### src/network_pm_pkg.sv
// Contract
// Report deep sleep only when both processor and radio blocks are retained.
// Subsystem is active while either block is running.
// Each block decides its own sleep entry and wakeup alone.
// A block idles into retention when it has no pending activity.
// Shutdown keeps no memory, stops clock; exit is cold boot with slow-clock wait.
// Hibernate keeps clock oscillator and counter only; exit needs a boot.
// Deep sleep stops fast crystal and PLL, lowers voltage, retains memory.
// Device deep sleep gates logic; wakeup restarts application core at reset vector.
// Active mode holds nominal voltage and runs all clocks.
// Enabling chooses cold or warm boot from shutdown or hibernate origin.
// Integrated chip mode combines application core mode with subsystem mode.
// Enabled subsystem picks sleep or active itself, no user control.
// Transient sub-states inside active mode are not exposed.
// No deep sleep while host event line is up; cleared by status read. Code can still report deep sleep for two cycles after the line rises.
// Host command any time while enabled wakes processor block to handle it.
// Host drives one enable line; it never selects sleep or active.
package network_pm_pkg;
    // ==========================================================
    // Mode encodings
    localparam logic [1:0] SUB_OFF        = 2'h0;
    localparam logic [1:0] SUB_DEEP_SLEEP = 2'h1;
    localparam logic [1:0] SUB_ACTIVE     = 2'h2;
    localparam logic [1:0] DEV_SHUT       = 2'h0;
    localparam logic [1:0] DEV_HIB        = 2'h1;
    localparam logic [1:0] DEV_DEEP_SLEEP = 2'h2;
    localparam logic [1:0] DEV_ACTIVE     = 2'h3;
    // ==========================================================
    // Block indices
    localparam int NP_IDX = 0;
    localparam int RL_IDX = 1;
    // ==========================================================
    // Timing
    localparam int CLK_FREQ_HZ    = 40_000_000;
    localparam int SLOW_SETTLE_US = 200;
    localparam int BOOT_US        = 10;
    localparam int IDLE_US        = 2;
    localparam int SLOW_SETTLE_CYCLES = (SLOW_SETTLE_US * (CLK_FREQ_HZ / 1_000_000));
    localparam int BOOT_CYCLES        = (BOOT_US * (CLK_FREQ_HZ / 1_000_000));
    localparam int IDLE_CYCLES        = (IDLE_US * (CLK_FREQ_HZ / 1_000_000));
    localparam int CNT_W              = 16;
endpackage

### src/block_pm_if.sv
`timescale 1ns/10ps
`default_nettype none
interface block_pm_if;
    logic enable;
    logic activity;
    logic wake;
    logic retained;
    logic running;
    modport ctrl (output enable, output activity, output wake, input retained, input running);
    modport blk  (input enable, input activity, input wake, output retained, output running);
endinterface
`default_nettype wire

### src/network_power_mode_ctrl.sv
`timescale 1ns/10ps
`default_nettype none
module network_power_mode_ctrl
    import network_pm_pkg::*;
#(
    parameter int SETTLE_LIMIT = SLOW_SETTLE_CYCLES,
    parameter int BOOT_LIMIT   = BOOT_CYCLES,
    parameter int IDLE_LIMIT   = IDLE_CYCLES,
    parameter bit INTEGRATED   = 1'b0
) (
    // Clock and reset
    input  wire logic       clock_i,
    input  wire logic       sys_rst_i,
    // Host pins
    input  wire logic       hibernate_control_pin_i,
    input  wire logic       host_cmd_i,
    input  wire logic       host_status_read_i,
    input  wire logic       supply_present_i,
    output logic            host_irq_o,
    // Block activity, same clock
    input  wire logic       np_activity_i,
    input  wire logic       radio_activity_i,
    input  wire logic       np_event_i,
    input  wire logic [1:0] application_cpu_core_mode_i,
    // Modes
    output logic [1:0]      subsys_mode_o,
    output logic [1:0]      device_mode_o,
    // Power and clock controls
    output logic            fast_crystal_oscillator_en_o,
    output logic            pll_en_o,
    output logic            voltage_nominal_o,
    output logic            mem_power_o,
    output logic            mem_retain_o,
    output logic            rtc_run_o,
    output logic            logic_power_o,
    output logic            np_power_o,
    output logic            radio_power_o,
    // Boot
    output logic            boot_cold_o,
    output logic            boot_warm_o,
    output logic            app_cpu_reset_vector_o
);
    initial begin
        if (SETTLE_LIMIT < 1 || BOOT_LIMIT < 1 ||
            SETTLE_LIMIT + BOOT_LIMIT >= (1 << CNT_W)) begin
            $error("boot counts out of range");
        end
    end

    typedef enum logic [3:0] {
        ST_SHUT = 4'h1,
        ST_HIB  = 4'h2,
        ST_BOOT = 4'h4,
        ST_ON   = 4'h8
    } pm_state_t;

    // ==========================================================
    // Pin synchronisers
    logic [1:0] sync_en;
    logic [1:0] sync_cmd;
    logic [1:0] sync_rd;
    logic [1:0] sync_sup;
    logic       cmd_d;
    logic       rd_d;
    logic       cmd_pulse;
    logic       rd_pulse;
    logic       en_s;
    logic       sup_s;

    always_ff @(posedge clock_i) begin
        if (sys_rst_i) begin
            sync_en  <= 2'h0;
            sync_cmd <= 2'h0;
            sync_rd  <= 2'h0;
            sync_sup <= 2'h0;
            cmd_d    <= 1'b0;
            rd_d     <= 1'b0;
        end else begin
            sync_en  <= {sync_en[0], hibernate_control_pin_i};
            sync_cmd <= {sync_cmd[0], host_cmd_i};
            sync_rd  <= {sync_rd[0], host_status_read_i};
            sync_sup <= {sync_sup[0], supply_present_i};
            cmd_d    <= sync_cmd[1];
            rd_d     <= sync_rd[1];
        end
    end

    assign en_s      = sync_en[1];
    assign sup_s     = sync_sup[1];
    assign cmd_pulse = sync_cmd[1] && !cmd_d;
    assign rd_pulse  = sync_rd[1] && !rd_d;

    // ==========================================================
    // Top-level sequence
    pm_state_t        state;
    pm_state_t        next_state;
    logic [CNT_W-1:0] cnt;
    logic [CNT_W-1:0] next_cnt;
    logic             next_boot_cold;
    logic             next_boot_warm;
    logic             boot_done;

    always_comb begin
        next_state     = state;
        next_cnt       = cnt;
        next_boot_cold = 1'b0;
        next_boot_warm = 1'b0;
        boot_done      = 1'b0;
        case (state)
            ST_SHUT: begin
                if (sup_s && en_s) begin
                    // Slow clock must settle before the boot proper
                    next_state     = ST_BOOT;
                    next_cnt       = CNT_W'(SETTLE_LIMIT + BOOT_LIMIT - 1);
                    next_boot_cold = 1'b1;
                end
            end
            ST_HIB: begin
                if (en_s) begin
                    next_state     = ST_BOOT;
                    next_cnt       = CNT_W'(BOOT_LIMIT - 1);
                    next_boot_warm = 1'b1;
                end
            end
            ST_BOOT: begin
                if (!en_s) begin
                    next_state = ST_HIB;
                end else if (cnt == '0) begin
                    next_state = ST_ON;
                    boot_done  = 1'b1;
                end else begin
                    next_cnt = cnt - 1'b1;
                end
            end
            ST_ON: begin
                if (!en_s) begin
                    next_state = ST_HIB;
                end
            end
            default: begin
                next_state = ST_SHUT;
                next_cnt   = '0;
            end
        endcase
        // Supply loss overrides everything except boot_done and forgets all state
        if (!sup_s) begin
            next_state     = ST_SHUT;
            next_cnt       = '0;
            next_boot_cold = 1'b0;
            next_boot_warm = 1'b0;
        end
    end

    // ==========================================================
    // Host event line; a new event beats a status read in the same cycle
    logic next_irq;

    always_comb begin
        next_irq = host_irq_o;
        if (rd_pulse) begin
            next_irq = 1'b0;
        end
        if ((state == ST_ON && np_event_i) || boot_done) begin
            next_irq = 1'b1;
        end
        if (state != ST_ON && state != ST_BOOT) begin
            next_irq = 1'b0;
        end
    end

    // ==========================================================
    // Per-block sleep control
    block_pm_if blk_bus [2] ();
    logic [1:0] blk_act;
    logic [1:0] blk_wake;

    // A pending host event keeps the processor awake; the radio never sees it
    assign blk_act[NP_IDX]  = np_activity_i || host_irq_o;
    assign blk_act[RL_IDX]  = radio_activity_i;
    assign blk_wake[NP_IDX] = cmd_pulse && (state == ST_ON);
    assign blk_wake[RL_IDX] = 1'b0;

    logic [1:0] blk_ret;

    genvar g;
    generate
        for (g = 0; g < 2; g++) begin : g_blk
            assign blk_bus[g].enable   = (state == ST_ON);
            assign blk_bus[g].activity = blk_act[g];
            assign blk_bus[g].wake     = blk_wake[g];
            assign blk_ret[g]          = blk_bus[g].retained;
            block_sleep_ctrl #(
                .IDLE_LIMIT (IDLE_LIMIT)
            ) u_blk (
                .clock_i   (clock_i),
                .sys_rst_i (sys_rst_i),
                .pm        (blk_bus[g])
            );
        end
    endgenerate

    // ==========================================================
    // Mode derivation; only the summary mode leaves, not sub-states
    logic [1:0] next_sub;
    logic [1:0] sub_dev;
    logic [1:0] next_dev;

    always_comb begin
        if (state == ST_ON && (&blk_ret)) begin
            next_sub = SUB_DEEP_SLEEP;
        end else if (state == ST_ON || state == ST_BOOT) begin
            next_sub = SUB_ACTIVE;
        end else begin
            next_sub = SUB_OFF;
        end
        case (next_sub)
            SUB_DEEP_SLEEP: sub_dev = DEV_DEEP_SLEEP;
            SUB_ACTIVE:     sub_dev = DEV_ACTIVE;
            default:        sub_dev = (INTEGRATED || state == ST_SHUT) ? DEV_SHUT : DEV_HIB;
        endcase
        next_dev = sub_dev;
        if (INTEGRATED && application_cpu_core_mode_i > sub_dev) begin
            next_dev = application_cpu_core_mode_i;
        end
        if (state == ST_SHUT) begin
            next_dev = DEV_SHUT;
        end
    end

    // ==========================================================
    // Output registers
    always_ff @(posedge clock_i) begin
        if (sys_rst_i) begin
            state                        <= ST_SHUT;
            cnt                          <= '0;
            host_irq_o                   <= 1'b0;
            subsys_mode_o                <= SUB_OFF;
            device_mode_o                <= DEV_SHUT;
            fast_crystal_oscillator_en_o <= 1'b0;
            pll_en_o                     <= 1'b0;
            voltage_nominal_o            <= 1'b0;
            mem_power_o                  <= 1'b0;
            mem_retain_o                 <= 1'b0;
            rtc_run_o                    <= 1'b0;
            logic_power_o                <= 1'b0;
            np_power_o                   <= 1'b0;
            radio_power_o                <= 1'b0;
            boot_cold_o                  <= 1'b0;
            boot_warm_o                  <= 1'b0;
            app_cpu_reset_vector_o       <= 1'b0;
        end else begin
            state                        <= next_state;
            cnt                          <= next_cnt;
            host_irq_o                   <= next_irq;
            subsys_mode_o                <= next_sub;
            device_mode_o                <= next_dev;
            fast_crystal_oscillator_en_o <= (next_dev == DEV_ACTIVE);
            pll_en_o                     <= (next_dev == DEV_ACTIVE);
            voltage_nominal_o            <= (next_dev == DEV_ACTIVE);
            mem_power_o                  <= (next_dev >= DEV_DEEP_SLEEP);
            mem_retain_o                 <= (next_dev == DEV_DEEP_SLEEP);
            rtc_run_o                    <= (next_dev != DEV_SHUT);
            logic_power_o                <= (next_dev == DEV_ACTIVE);
            np_power_o                   <= (next_sub != SUB_OFF);
            radio_power_o                <= (next_sub != SUB_OFF);
            boot_cold_o                  <= next_boot_cold;
            boot_warm_o                  <= next_boot_warm;
            app_cpu_reset_vector_o       <= INTEGRATED && (device_mode_o == DEV_DEEP_SLEEP)
                                            && (next_dev == DEV_ACTIVE);
        end
    end
endmodule // network_power_mode_ctrl
`default_nettype wire

### src/block_sleep_ctrl.sv
`timescale 1ns/10ps
`default_nettype none
module block_sleep_ctrl
    import network_pm_pkg::*;
#(
    parameter int IDLE_LIMIT = IDLE_CYCLES
) (
    // Clock and reset
    input  wire logic clock_i,
    input  wire logic sys_rst_i,
    // Control from the sequencer
    block_pm_if.blk   pm
);
    initial begin
        if (IDLE_LIMIT < 1 || IDLE_LIMIT >= (1 << CNT_W)) begin
            $error("IDLE_LIMIT out of range");
        end
    end

    typedef enum logic [2:0] {
        BLK_OFF = 3'h1,
        BLK_RUN = 3'h2,
        BLK_RET = 3'h4
    } blk_state_t;

    blk_state_t       state;
    blk_state_t       next_state;
    logic [CNT_W-1:0] idle;
    logic [CNT_W-1:0] next_idle;

    // ==========================================================
    // Sleep decision, driven only by this block's own inputs
    always_comb begin
        next_state = state;
        next_idle  = idle;
        case (state)
            BLK_OFF: begin
                next_idle = '0;
                if (pm.enable) begin
                    next_state = BLK_RUN;
                end
            end
            BLK_RUN: begin
                if (!pm.enable) begin
                    next_state = BLK_OFF;
                end else if (pm.activity || pm.wake) begin
                    next_idle = '0;
                end else if (idle == CNT_W'(IDLE_LIMIT - 1)) begin
                    next_state = BLK_RET;
                    next_idle  = '0;
                end else begin
                    next_idle = idle + 1'b1;
                end
            end
            BLK_RET: begin
                if (!pm.enable) begin
                    next_state = BLK_OFF;
                end else if (pm.activity || pm.wake) begin
                    next_state = BLK_RUN;
                end
            end
            default: begin
                next_state = BLK_OFF;
                next_idle  = '0;
            end
        endcase
    end

    always_ff @(posedge clock_i) begin
        if (sys_rst_i) begin
            state <= BLK_OFF;
            idle  <= '0;
        end else begin
            state <= next_state;
            idle  <= next_idle;
        end
    end

    assign pm.retained = (state == BLK_RET);
    assign pm.running  = (state == BLK_RUN);
endmodule // block_sleep_ctrl
`default_nettype wire

### config.mk
export PLATFORM = sky130hd
export DESIGN_NAME = network_power_mode_ctrl
export DESIGN_NICKNAME = d
export VERILOG_FILES = /design/src/network_pm_pkg.sv /design/src/block_pm_if.sv /design/src/network_power_mode_ctrl.sv /design/src/block_sleep_ctrl.sv
export SDC_FILE = /design/constraint.sdc
export NUM_CORES = 1
export LEC_CHECK = 0
export BUFFER_PORTS_ARGS = -buffer_cell sky130_fd_sc_hd__buf_2
export CORE_UTILIZATION = 48
export DETAILED_ROUTE_END_ITERATION = 10
export HOLD_SLACK_MARGIN = 0.1
export PLACE_DENSITY = 0.74
export RECOVER_POWER = 25
export SYNTH_ARGS = -nofsm -noshare
export SYNTH_HDL_FRONTEND = slang
export SYNTH_HIERARCHICAL = 1
export SYNTH_SLANG_ARGS = --single-unit
export TNS_END_PERCENT = 1
### constraint.sdc
create_clock -name clock_i -period 2.3 [get_ports clock_i]
set_input_delay 0.23 -clock clock_i [delete_from_list [all_inputs] [get_ports clock_i]]
set_output_delay 0.23 -clock clock_i [all_outputs]
set_load 0.1 [all_outputs]
==> metrics, run 1 <==
status finished, violations left; violations in the final reports design-rule violations; placed insts 640; Tcrit/Tclk final 91.8%; count of placed standard cells in the final layout, fillers left out 659; length of the first detailed-routing pass in iterations 7; Synth Instances 520; maximum clock skew at final layout 0.0111 ns; initial core utilization 50.1%; post-synthesis instance area between 4000 and 5000 sq um; count of final hold-check violations 0; overall die width 98.1 um; startpoint kind of the worst setup timing path register; setup repair after global routing missed its margin no; slowest cell on the critical path sky130_fd_sc_hd__nor2_1; final wirelength 10100 um; Min Clock Period, post-route 2.11 ns; worst setup slack for register-to-register paths around 0.19 ns; placed wire-length estimate approximately 7000 um; number of design rule violations left after detail routing 4; endpoint of the lowest-slack register-to-register path g_blk[1].u_blk/idle[2]; placeable core region between 8000 and 9000 sq um; fraction of layout cells with a size suffix above 1 14.0%; Syn Area/Cell around 8.5 sq um; critical path type register to register; Top Ports 28; total global-route track usage 21.6%; most frequently used flop master after synthesis sky130_fd_sc_hd__dfxtp_1; maximum number of pins on one net before global-route repair 33; TritonCTS buffer count 9; # diodes 0; Max Root-Sink Buffers 2; number of maximum-capacitance constraint violations 0; TNS Setup 0 ns; Critical Path End g_blk[1].u_blk/idle[2]; path type of the worst min-delay path input pin to register; TritonCTS clock tree built; max frequency 474 MHz; placer congestion estimate 0.908; async set-reset flop share out of synthesis 0%; via count of the first global-routing pass 3630; ordered cell list for the critical path ha_1 -> and4b_1 -> and4_1 -> nor2_1 -> nand3b_1 -> a31oi_1; worst slack at placement 0.211 ns; Cell Pwr Density 588 nW/um^2; Die Y 98.1 um; crit path DAT about 2.4 ns; global-route wire length before repair roughly 17000 um; Internal Dissipation 2.30 mW; cell depth of the worst flop-to-flop path 6; residual overflow from global routing 0; Routed wire per std cell 15.4 um; portion of the post-synthesis area used by sequential elements a little over a third; DRC violation total after the first TritonRoute iteration 188; area overhead of the layout relative to synthesis 10.5%; highest net fanout along the worst path 13; total of buffers placed on input and output ports 24; insertion delay to the later sink of the worst-skew pair 0.36 ns; sw frac 20.3%; number of instances on the worst hold path 3; clock root buffer master sky130_fd_sc_hd__clkbuf_8; Tightest Pin Transition 1.18 ns; setup slack of the critical path after layout 0.188 ns; Yosys reg bits 79; fin nets approximately 560; number of setup violations in the final report 0; die footprint 9620 sq um; Core Rows 34; standby leakage power 1.68 nW; CP Data Required Time 2.58 ns; most used cells in the layout excluding fill and tap cells sky130_fd_sc_hd__dfxtp_1 (79), sky130_fd_sc_hd__nand2_1 (50), sky130_fd_sc_hd__a31oi_1 (33); power share of the combinational group 3.0%; Max rail drop VDD 0.391 mV; switching power summed over all nets 0.584 mW; crit path from g_blk[1].u_blk/idle[0]; TritonCTS sink count 79; Seq pwr share 47.9%; total setup buffers inserted after CTS 0; number of flops mapped to enable cells by yosys 0; antenna viol nets, final 0; max-slew headroom at the worst pin roughly 22%; unique cell type count in the Yosys netlist 73; CTS H-tree depth 3; CP max stage delay around 0.69 ns; vias after detailed routing 4072; antenna violations before repair 0; commonest non-fill, non-tap cell in the layout sky130_fd_sc_hd__dfxtp_1; via count normalized by instance count 6.18; startpoint of the lowest-slack register-to-register path g_blk[1].u_blk/idle[0]; share of total power in the clock network 49.1%; number of max-slew violations in the final report 0; synth warn 6; clock-pin transition on the worst setup and hold timing paths 0.08 ns; capturing element type of the critical path register
-- critical path, delay by kind of cell (launching register included) --
| family | cells | cell delay [ns] |
|---|---|---|
| adder cells (fa/ha/maj) | 1 | 0.23 |
| AND/OR/NAND/NOR | 4 | 1.25 |
| AO/OA/AOI/OAI | 1 | 0.20 |
| flip-flops | 1 | 0.35 |
-- metal layers --
layer,vias up,GRT usage [%],wire [um]
li1,1995,-,-
met1,1964,28.6,4760
met2,99,35.6,4730
met3,14,4.01,484
met4,0,6.99,147
met5,-,0,0
-- worst min path at each step --
stage	from	end	slack [ns]
after floorplan	sys_rst_i	cmd_d	0.30
after global placement	sync_sup[0]	sync_sup[1]	0.42
after detailed placement	sync_rd[0]	sync_rd[1]	0.43
after CTS	supply_present_i	sync_sup[0]	0.13
after global routing	np_event_i	host_irq_o	0.14
final	np_event_i	host_irq_o	0.14
-- state kept, by name, indices dropped and copies added (netlist names), 2 cells and up --
signal	count
g_blk.u_blk/state	6
cnt	16
state	4
subsys_mode_o	2
sync_cmd	2
sync_en	2
g_blk.u_blk/idle	32
sync_rd	2
sync_sup	2
device_mode_o	2
-- cell families (layout without fill, tap and decap cells) --
| group | Yosys count | in the layout | share of synthesized area [%] |
|---|---|---|---|
| fa+ha+maj | 4 | 4 | 1.13 |
| mux | 12 | 12 | 2.71 |
| simple gates | 257 | 257 | 34.7 |
| xor+xnor | 3 | 3 | 0.593 |
| buf+inv | 45 | 74 | 6.24 |
| other cells | 1 | 3 | 0.0846 |
| flops | 79 | 79 | 35.7 |
| compound gates | 119 | 119 | 18.8 |
-- synth_stat cells (all sizes together) (3+ instances only) --
master | instances | area [sq um]
mux2i | 12 | 120
nand2 | 53 | 211
a221oi | 4 | 52.6
or4 | 5 | 37.5
nand2b | 14 | 87.6
a21oi | 20 | 123
and4 | 9 | 78.8
nor3 | 17 | 106
nor4b | 3 | 26.3
nor2 | 32 | 120
and3 | 9 | 56.3
clkbuf | 9 | 33.8
o31ai | 8 | 65.1
nand3b | 10 | 75.1
ha | 4 | 50.1
dfxtp | 79 | 1580
buf | 23 | 191
a41oi | 5 | 43.8
o21ai | 19 | 95.1
a211oi | 4 | 30.0
o311ai | 3 | 26.3
or3 | 3 | 18.8
nor4 | 13 | 96.3
nand4 | 15 | 106
o211ai | 5 | 37.5
or3b | 11 | 98.9
nand3 | 27 | 140
a22oi | 3 | 22.5
nor3b | 6 | 66.3
a31oi | 35 | 231
inv | 13 | 51.3
nor2b | 21 | 141
a211o | 3 | 26.3
-- power groups by stage --
stage	combinational (mW)	clock, mW	sequential, mW
2_1_floorplan	0.0579	0	1.41
3_3_place_gp	0.0797	0	1.41
3_5_place_dp	0.0820	0	1.41
4_1_cts	0.0859	1.43	1.38
5_1_grt	0.0930	1.49	1.38
6_report	0.0864	1.41	1.38
-- layout make-up --
class                      count  area [sq um]
fill                         796          3950
multi-input combinational    398          2580
sequential                    79          1580
timing repair buffer          45           270
clock buffer                  11           151
tap                          108           135
clock inverter                 5           128
inverter                      13          51.3
-- through the flow --
| step | utilization, % | instance area, sq um | hold slack [ns] | total power [mW] |
|---|---|---|---|---|
| finish | 55.3 | 4900 | 0.138 | 2.88 |
| CTS | 55.5 | 4910 | 0.130 | 2.90 |
| floorplan | - | 4440 | 0.302 | 1.47 |
| detailed placement | 52.0 | 4600 | 0.431 | 1.49 |
| global placement | 52.0 | 4600 | 0.424 | 1.49 |
| global route | 55.3 | 4900 | 0.136 | 2.97 |
-- what timing repair did --
item	4_1_cts	5_1_grt
gates resized for setup	0	0
hold endpoints to repair	3	0
hold buffers	3	0
No activity file was read; power rests on OpenSTA's default activity.
==> inputs of run 2 (changes only) <==
--- a/config.mk
+++ b/config.mk
@@ -5,7 +5,7 @@
 export SDC_FILE = /design/constraint.sdc
 export NUM_CORES = 1
 export LEC_CHECK = 0
-export BUFFER_PORTS_ARGS = -buffer_cell sky130_fd_sc_hd__buf_2
+export BUFFER_PORTS_ARGS = -buffer_cell sky130_fd_sc_hd__buf_4
 export CORE_UTILIZATION = 48
 export DETAILED_ROUTE_END_ITERATION = 10
 export HOLD_SLACK_MARGIN = 0.1
==> metrics, run 2 (synthesis gave the netlist of run 1 again) <==
maximum clock skew at final layout 0.0173 ns (was 0.0111 ns); CTS H-tree depth 3 (unchanged); placer congestion estimate 0.883 (was 0.908); via count of the first global-routing pass 3655 (was 3630); crit path DAT 2.39 ns (about the same); global-route wire length before repair 16700 um (was 17100 um); vias after detailed routing 4010 (was 4072); Min Clock Period, post-route 2.12 ns (was 2.11 ns); Core Rows 34 (unchanged); Routed wire per std cell 15.1 um (was 15.4 um); startpoint kind of the worst setup timing path register (unchanged); initial core utilization 50.1% (unchanged); final wirelength 9960 um (was 10100 um); area of placed instances 4660 sq um (was 4600 sq um); Cell Pwr Density 520 nW/um^2 (was 588 nW/um^2); setup repair after global routing missed its margin no (unchanged); number of design rule violations left after detail routing 4 (unchanged); Largest register FFs 32 (unchanged); clock root buffer master sky130_fd_sc_hd__clkbuf_8 (unchanged); total setup buffers inserted after CTS 0 (unchanged); antenna violations before repair 0 (unchanged); placeable core region 8850 sq um (unchanged); TritonCTS clock tree built (unchanged); commonest non-fill, non-tap cell in the layout sky130_fd_sc_hd__dfxtp_1 (unchanged); TritonCTS sink count 79 (unchanged); TNS Setup 0 ns (unchanged); status finished, violations left (unchanged); Tcrit/Tclk final 92.2% (was 91.8%); count of filler cells inserted in the layout 818 (was 796); Max Root-Sink Buffers 2 (unchanged); path type of the worst min-delay path input pin to register (unchanged); total of buffers placed on input and output ports 24 (unchanged); max frequency 471 MHz (was 474 MHz); number of setup violations in the final report 0 (unchanged); metal1 wirelength 4630 um (was 4760 um); # diodes 0 (unchanged); metal3 WL 633 um (was 484 um); insertion delay to the later sink of the worst-skew pair 0.36 ns (about the same); length of the first detailed-routing pass in iterations 8 (was 7); Die Y 98.1 um (unchanged); setup slack of the critical path after layout 0.179 ns (was 0.188 ns); Biggest register g_blk.u_blk/idle (unchanged); violations in the final reports design-rule violations (unchanged); maximum number of pins on one net before global-route repair 39 (was 33); fraction of layout cells with a size suffix above 1 13.8% (was 14.0%); antenna viol nets, final 0 (unchanged); met2 wirelength from detailed routing 4520 um (was 4730 um); number of maximum-capacitance constraint violations 0 (unchanged); Tightest Pin Transition 1.17 ns (was 1.18 ns); fin nets 561 (unchanged); die footprint 9620 sq um (unchanged); highest net fanout along the worst path 13 (unchanged); most used cells in the layout excluding fill and tap cells sky130_fd_sc_hd__dfxtp_1 (79), sky130_fd_sc_hd__nand2_1 (50), sky130_fd_sc_hd__a31oi_1 (33) (unchanged); CP Data Required Time 2.57 ns (was 2.58 ns); multi-input logic area 2580 sq um (about the same); Max rail drop VDD 0.309 mV (was 0.391 mV); residual overflow from global routing 0 (unchanged); area overhead of the layout relative to synthesis 9.26% (was 10.5%); Finished Core Util 54.7% (was 55.3%); capturing element type of the critical path register (unchanged); number of max-slew violations in the final report 0 (unchanged); via count normalized by instance count 6.08 (was 6.18); DRC violation total after the first TritonRoute iteration 304 (was 188); largest registers in the final layout g_blk.u_blk/idle: 32 flops, cnt: 16 flops, g_blk.u_blk/state: 6 flops (unchanged); worst setup slack for register-to-register paths 0.18 ns (was 0.19 ns); TritonCTS buffer count 9 (unchanged); Design Area, Final 4840 sq um (was 4900 sq um); register area 1580 sq um (unchanged); max-slew headroom at the worst pin 22.1% (was 21.7%); placed wire-length estimate 6980 um (was 7040 um); Total Power Consumption 2.52 mW (was 2.88 mW); standby leakage power 1.63 nW (was 1.68 nW); critical path type register to register (unchanged); top layer reached by signal wires met4 (unchanged); Top Ports 28 (unchanged); worst slack at placement 0.166 ns (was 0.211 ns); count of final hold-check violations 0 (unchanged); clock-pin transition on the worst setup and hold timing paths 0.10 ns (was 0.08 ns); total global-route track usage 21.2% (was 21.6%); overall die width 98.1 um (unchanged)
## run 2: area by class of cell
class	instances	share of cell area, %
Multi-Input combinational cell	398	53.3
Sequential cell	79	32.7
Timing Repair Buffer	45	6.05
Clock buffer	10	2.84
Tap cell	108	2.79
Clock inverter	6	1.24
Inverter	13	1.06
## run 2: timing repair
| action | in CTS | in global routing |
|---|---|---|
| endpoints found under the setup margin | 0 | 7 |
| hold buffers | 3 | 0 |
| endpoints found under the hold margin | 5 | 0 |
| resized for setup | 0 | 1 |
## run 2: path summary, 6_finish.rpt
| check | startpoint | to | cells after the start |
|---|---|---|---|
| min | supply_present_i | sync_sup[0] | 2 |
| max | state[0] | g_blk[1].u_blk/idle[13] | 8 |
| max reg2reg | state[0] | g_blk[1].u_blk/idle[13] | 8 |
| min reg2reg | sync_rd[0] | sync_rd[1] | 1 |
## run 2: layer usage
layer	vias up	GRT usage, %
met5	-	0
met4	0	8.28
met3	17	3.72
met2	137	33.3
met1	1870	28.9
li1	1986	-
## run 2: metrics by stage
stage	hold slack [ns]	cells
finish	0.111	659
global route	0.102	659
CTS	0.103	659
detailed placement	0.438	640
global placement	0.423	640
floorplan	0.302	522
## run 2: critical path: stages (launching register included)
cell,delay (ns)
sky130_fd_sc_hd__dfxtp_1,0.32
sky130_fd_sc_hd__nor2_1,0.24
sky130_fd_sc_hd__nand2_4,0.11
sky130_fd_sc_hd__inv_4,0.16
sky130_fd_sc_hd__nor2_1,0.07
sky130_fd_sc_hd__a21o_1,0.22
sky130_fd_sc_hd__nor3_4,0.33
sky130_fd_sc_hd__or3b_1,0.40
sky130_fd_sc_hd__a31oi_1,0.18
## run 2: where the power goes
part	leakage (nW)	total [mW]	internal, mW	switching, mW
clock network	0.0981	1.05	0.526	0.521
registers	0.638	1.38	1.37	0.00406
logic	0.899	0.0898	0.0340	0.0558
total	1.63	2.52	1.93	0.581
==> inputs of run 3 (changes only) <==
--- a/config.mk
+++ b/config.mk
@@ -6,10 +6,10 @@
 export NUM_CORES = 1
 export LEC_CHECK = 0
 export BUFFER_PORTS_ARGS = -buffer_cell sky130_fd_sc_hd__buf_4
-export CORE_UTILIZATION = 48
+export CORE_UTILIZATION = 50
 export DETAILED_ROUTE_END_ITERATION = 10
 export HOLD_SLACK_MARGIN = 0.1
-export PLACE_DENSITY = 0.74
+export PLACE_DENSITY = 0.77
 export RECOVER_POWER = 25
 export SYNTH_ARGS = -nofsm -noshare
 export SYNTH_HDL_FRONTEND = slang
==> metrics, run 3 (synthesis gave the netlist of run 1 again) <==
switching power summed over all nets 0.628 mW (was 0.581 mW); status finished clean (was finished, violations left); capturing element type of the critical path register (unchanged); Max Root-Sink Buffers 2 (unchanged); critical path type register to register (unchanged); largest registers in the final layout g_blk.u_blk/idle: 32 flops, cnt: 16 flops, g_blk.u_blk/state: 6 flops (unchanged); max frequency 472 MHz (was 471 MHz); share of total power in the clock network 42.4% (was 41.6%); Total Power Consumption 2.55 mW (was 2.52 mW); Die Y 96.1 um (was 98.1 um); # diodes 0 (unchanged); Internal Dissipation 1.92 mW (was 1.93 mW); worst slack at placement 0.164 ns (was 0.166 ns); number of max-slew violations in the final report 0 (unchanged); Seq pwr share 54.1% (was 54.8%); total setup buffers inserted after CTS 0 (unchanged); insertion delay to the later sink of the worst-skew pair 0.36 ns (about the same); most used cells in the layout excluding fill and tap cells sky130_fd_sc_hd__dfxtp_1 (79), sky130_fd_sc_hd__nand2_1 (50), sky130_fd_sc_hd__a31oi_1 (33) (unchanged); placer congestion estimate 0.918 (was 0.883); antenna violations before repair 0 (unchanged); total global-route track usage 23.5% (was 21.2%); maximum number of pins on one net before global-route repair 31 (was 39); clock-pin transition on the worst setup and hold timing paths 0.09 ns (was 0.10 ns); TritonCTS buffer count 9 (unchanged); clock root buffer master sky130_fd_sc_hd__clkbuf_8 (unchanged); slowest cell on the critical path sky130_fd_sc_hd__or3b_1 (unchanged); fin nets 560 (was 561); startpoint kind of the worst setup timing path register (unchanged); Biggest register g_blk.u_blk/idle (unchanged); overall die width 96.1 um (was 98.1 um); count of final hold-check violations 0 (unchanged); residual overflow from global routing 0 (unchanged); die footprint 9240 sq um (was 9620 sq um); global-route wire length before repair 17000 um (was 16700 um); top layer reached by signal wires met4 (unchanged); Top Ports 28 (unchanged); area overhead of the layout relative to synthesis 9.60% (was 9.26%); antenna viol nets, final 0 (unchanged); Tightest Pin Transition 1.30 ns (was 1.17 ns); max-slew headroom at the worst pin 13.4% (was 22.1%); Design Area, Final 4860 sq um (was 4840 sq um); number of setup violations in the final report 0 (unchanged); area of placed instances 4640 sq um (was 4660 sq um); Finished Core Util 57.9% (was 54.7%); setup slack of the critical path after layout 0.183 ns (was 0.179 ns); commonest non-fill, non-tap cell in the layout sky130_fd_sc_hd__dfxtp_1 (unchanged); standby leakage power 1.65 nW (was 1.63 nW); Buf+Inv Stages, Crit Path 1 (unchanged); Max rail drop VDD 0.233 mV (was 0.309 mV); Top Family by Delay on Critical Path simple AND/OR/NAND/NOR gates (unchanged); CP Data Required Time 2.57 ns (about the same); TNS Setup 0 ns (unchanged); sw frac 24.6% (was 23.1%); placeable core region 8380 sq um (was 8850 sq um); DRC violation total after the first TritonRoute iteration 289 (was 304); Min Clock Period, post-route 2.12 ns (about the same); Largest register FFs 32 (unchanged); Cell Pwr Density 525 nW/um^2 (was 520 nW/um^2); length of the first detailed-routing pass in iterations 5 (was 8); TritonCTS clock tree built (unchanged); multi-input logic area 2580 sq um (about the same); setup repair after global routing missed its margin no (unchanged); count of filler cells inserted in the layout 738 (was 818); final wirelength 10200 um (was 9960 um); via count normalized by instance count 6.26 (was 6.08); Routed wire per std cell 15.5 um (was 15.1 um); metal3 WL 625 um (was 633 um); register area 1580 sq um (unchanged); met2 wirelength from detailed routing 4830 um (was 4520 um); total of buffers placed on input and output ports 24 (unchanged); number of maximum-capacitance constraint violations 0 (unchanged); number of design rule violations left after detail routing 0 (was 4); Core Rows 33 (was 34); CTS H-tree depth 3 (unchanged); ordered cell list for the critical path nor2b_4 -> nand2_4 -> inv_4 -> nor2_1 -> a21o_1 -> nor3_4 -> or3b_1 -> a31oi_1 (was nor2_1 -> nand2_4 -> inv_4 -> nor2_1 -> a21o_1 -> nor3_4 -> or3b_1 -> a31oi_1); fraction of layout cells with a size suffix above 1 14.4% (was 13.8%); TritonCTS sink count 79 (unchanged); power share of the combinational group 3.4% (was 3.6%); placed wire-length estimate 7040 um (was 6980 um); maximum clock skew at final layout 0.00788 ns (was 0.0173 ns); initial core utilization 52.9% (was 50.1%); crit path DAT 2.39 ns (about the same); Tcrit/Tclk final 92.1% (was 92.2%); vias after detailed routing 4098 (was 4010); path type of the worst min-delay path input pin to register (unchanged); CP max stage delay 0.40 ns (about the same); via count of the first global-routing pass 3685 (was 3655); highest net fanout along the worst path 13 (unchanged); metal1 wirelength 4520 um (was 4630 um)
==> run 3: final timing paths <==
check	slack, ns	cells after the start	to	from
worst min register to register	0.45	1	sync_cmd[1]	sync_cmd[0]
worst max-delay path	0.18	8	g_blk[1].u_blk/idle[11]	state[3]
worst min-delay path	0.11	3	host_irq_o	np_event_i
worst max register to register	0.18	8	g_blk[1].u_blk/idle[11]	state[3]
==> run 3: per-stage QoR <==
stage,cells,hold WS (ns)
finish,655,0.114
CTS,655,0.111
floorplan,522,0.302
detailed placement,635,0.426
global route,655,0.134
global placement,635,0.431
==> run 3: layer usage <==
| metal | GRT usage, % | up-vias |
|---|---|---|
| li1 | - | 1988 |
| met1 | 31.4 | 1923 |
| met2 | 37.4 | 167 |
| met3 | 3.08 | 20 |
| met4 | 10.7 | 0 |
| met5 | 0 | - |
==> run 3: tightest hold or removal path, cell delays in order <==
cell                      delay [ns]
sky130_fd_sc_hd__buf_4          0.11
sky130_fd_sc_hd__nand2_1        0.04
sky130_fd_sc_hd__a31oi_1        0.06
==> run 3: layout make-up <==
type / instances / share of cell area (%)
Clock inverter: 7 / 1.65
Clock buffer: 9 / 2.55
Multi-Input combinational cell: 398 / 53.2
Sequential cell: 79 / 32.6
Timing Repair Buffer: 44 / 6.24
Tap cell: 105 / 2.71
Inverter: 13 / 1.06
==> run 3: what timing repair did <==
action                                  4_1_cts  5_1_grt
hold buffers                                  4        0
resized for setup                             0        2
endpoints found under the setup margin        0        3
endpoints found under the hold margin         4        0
==> run 3: power by group through the flow <==
stage | combinational (mW) | clock (mW) | sequential (mW)
6_report | 0.0874 | 1.08 | 1.38
5_1_grt | 0.0948 | 1.16 | 1.38
4_1_cts | 0.0872 | 1.10 | 1.38
3_5_place_dp | 0.0817 | 0 | 1.41
3_3_place_gp | 0.0804 | 0 | 1.41
2_1_floorplan | 0.0579 | 0 | 1.41
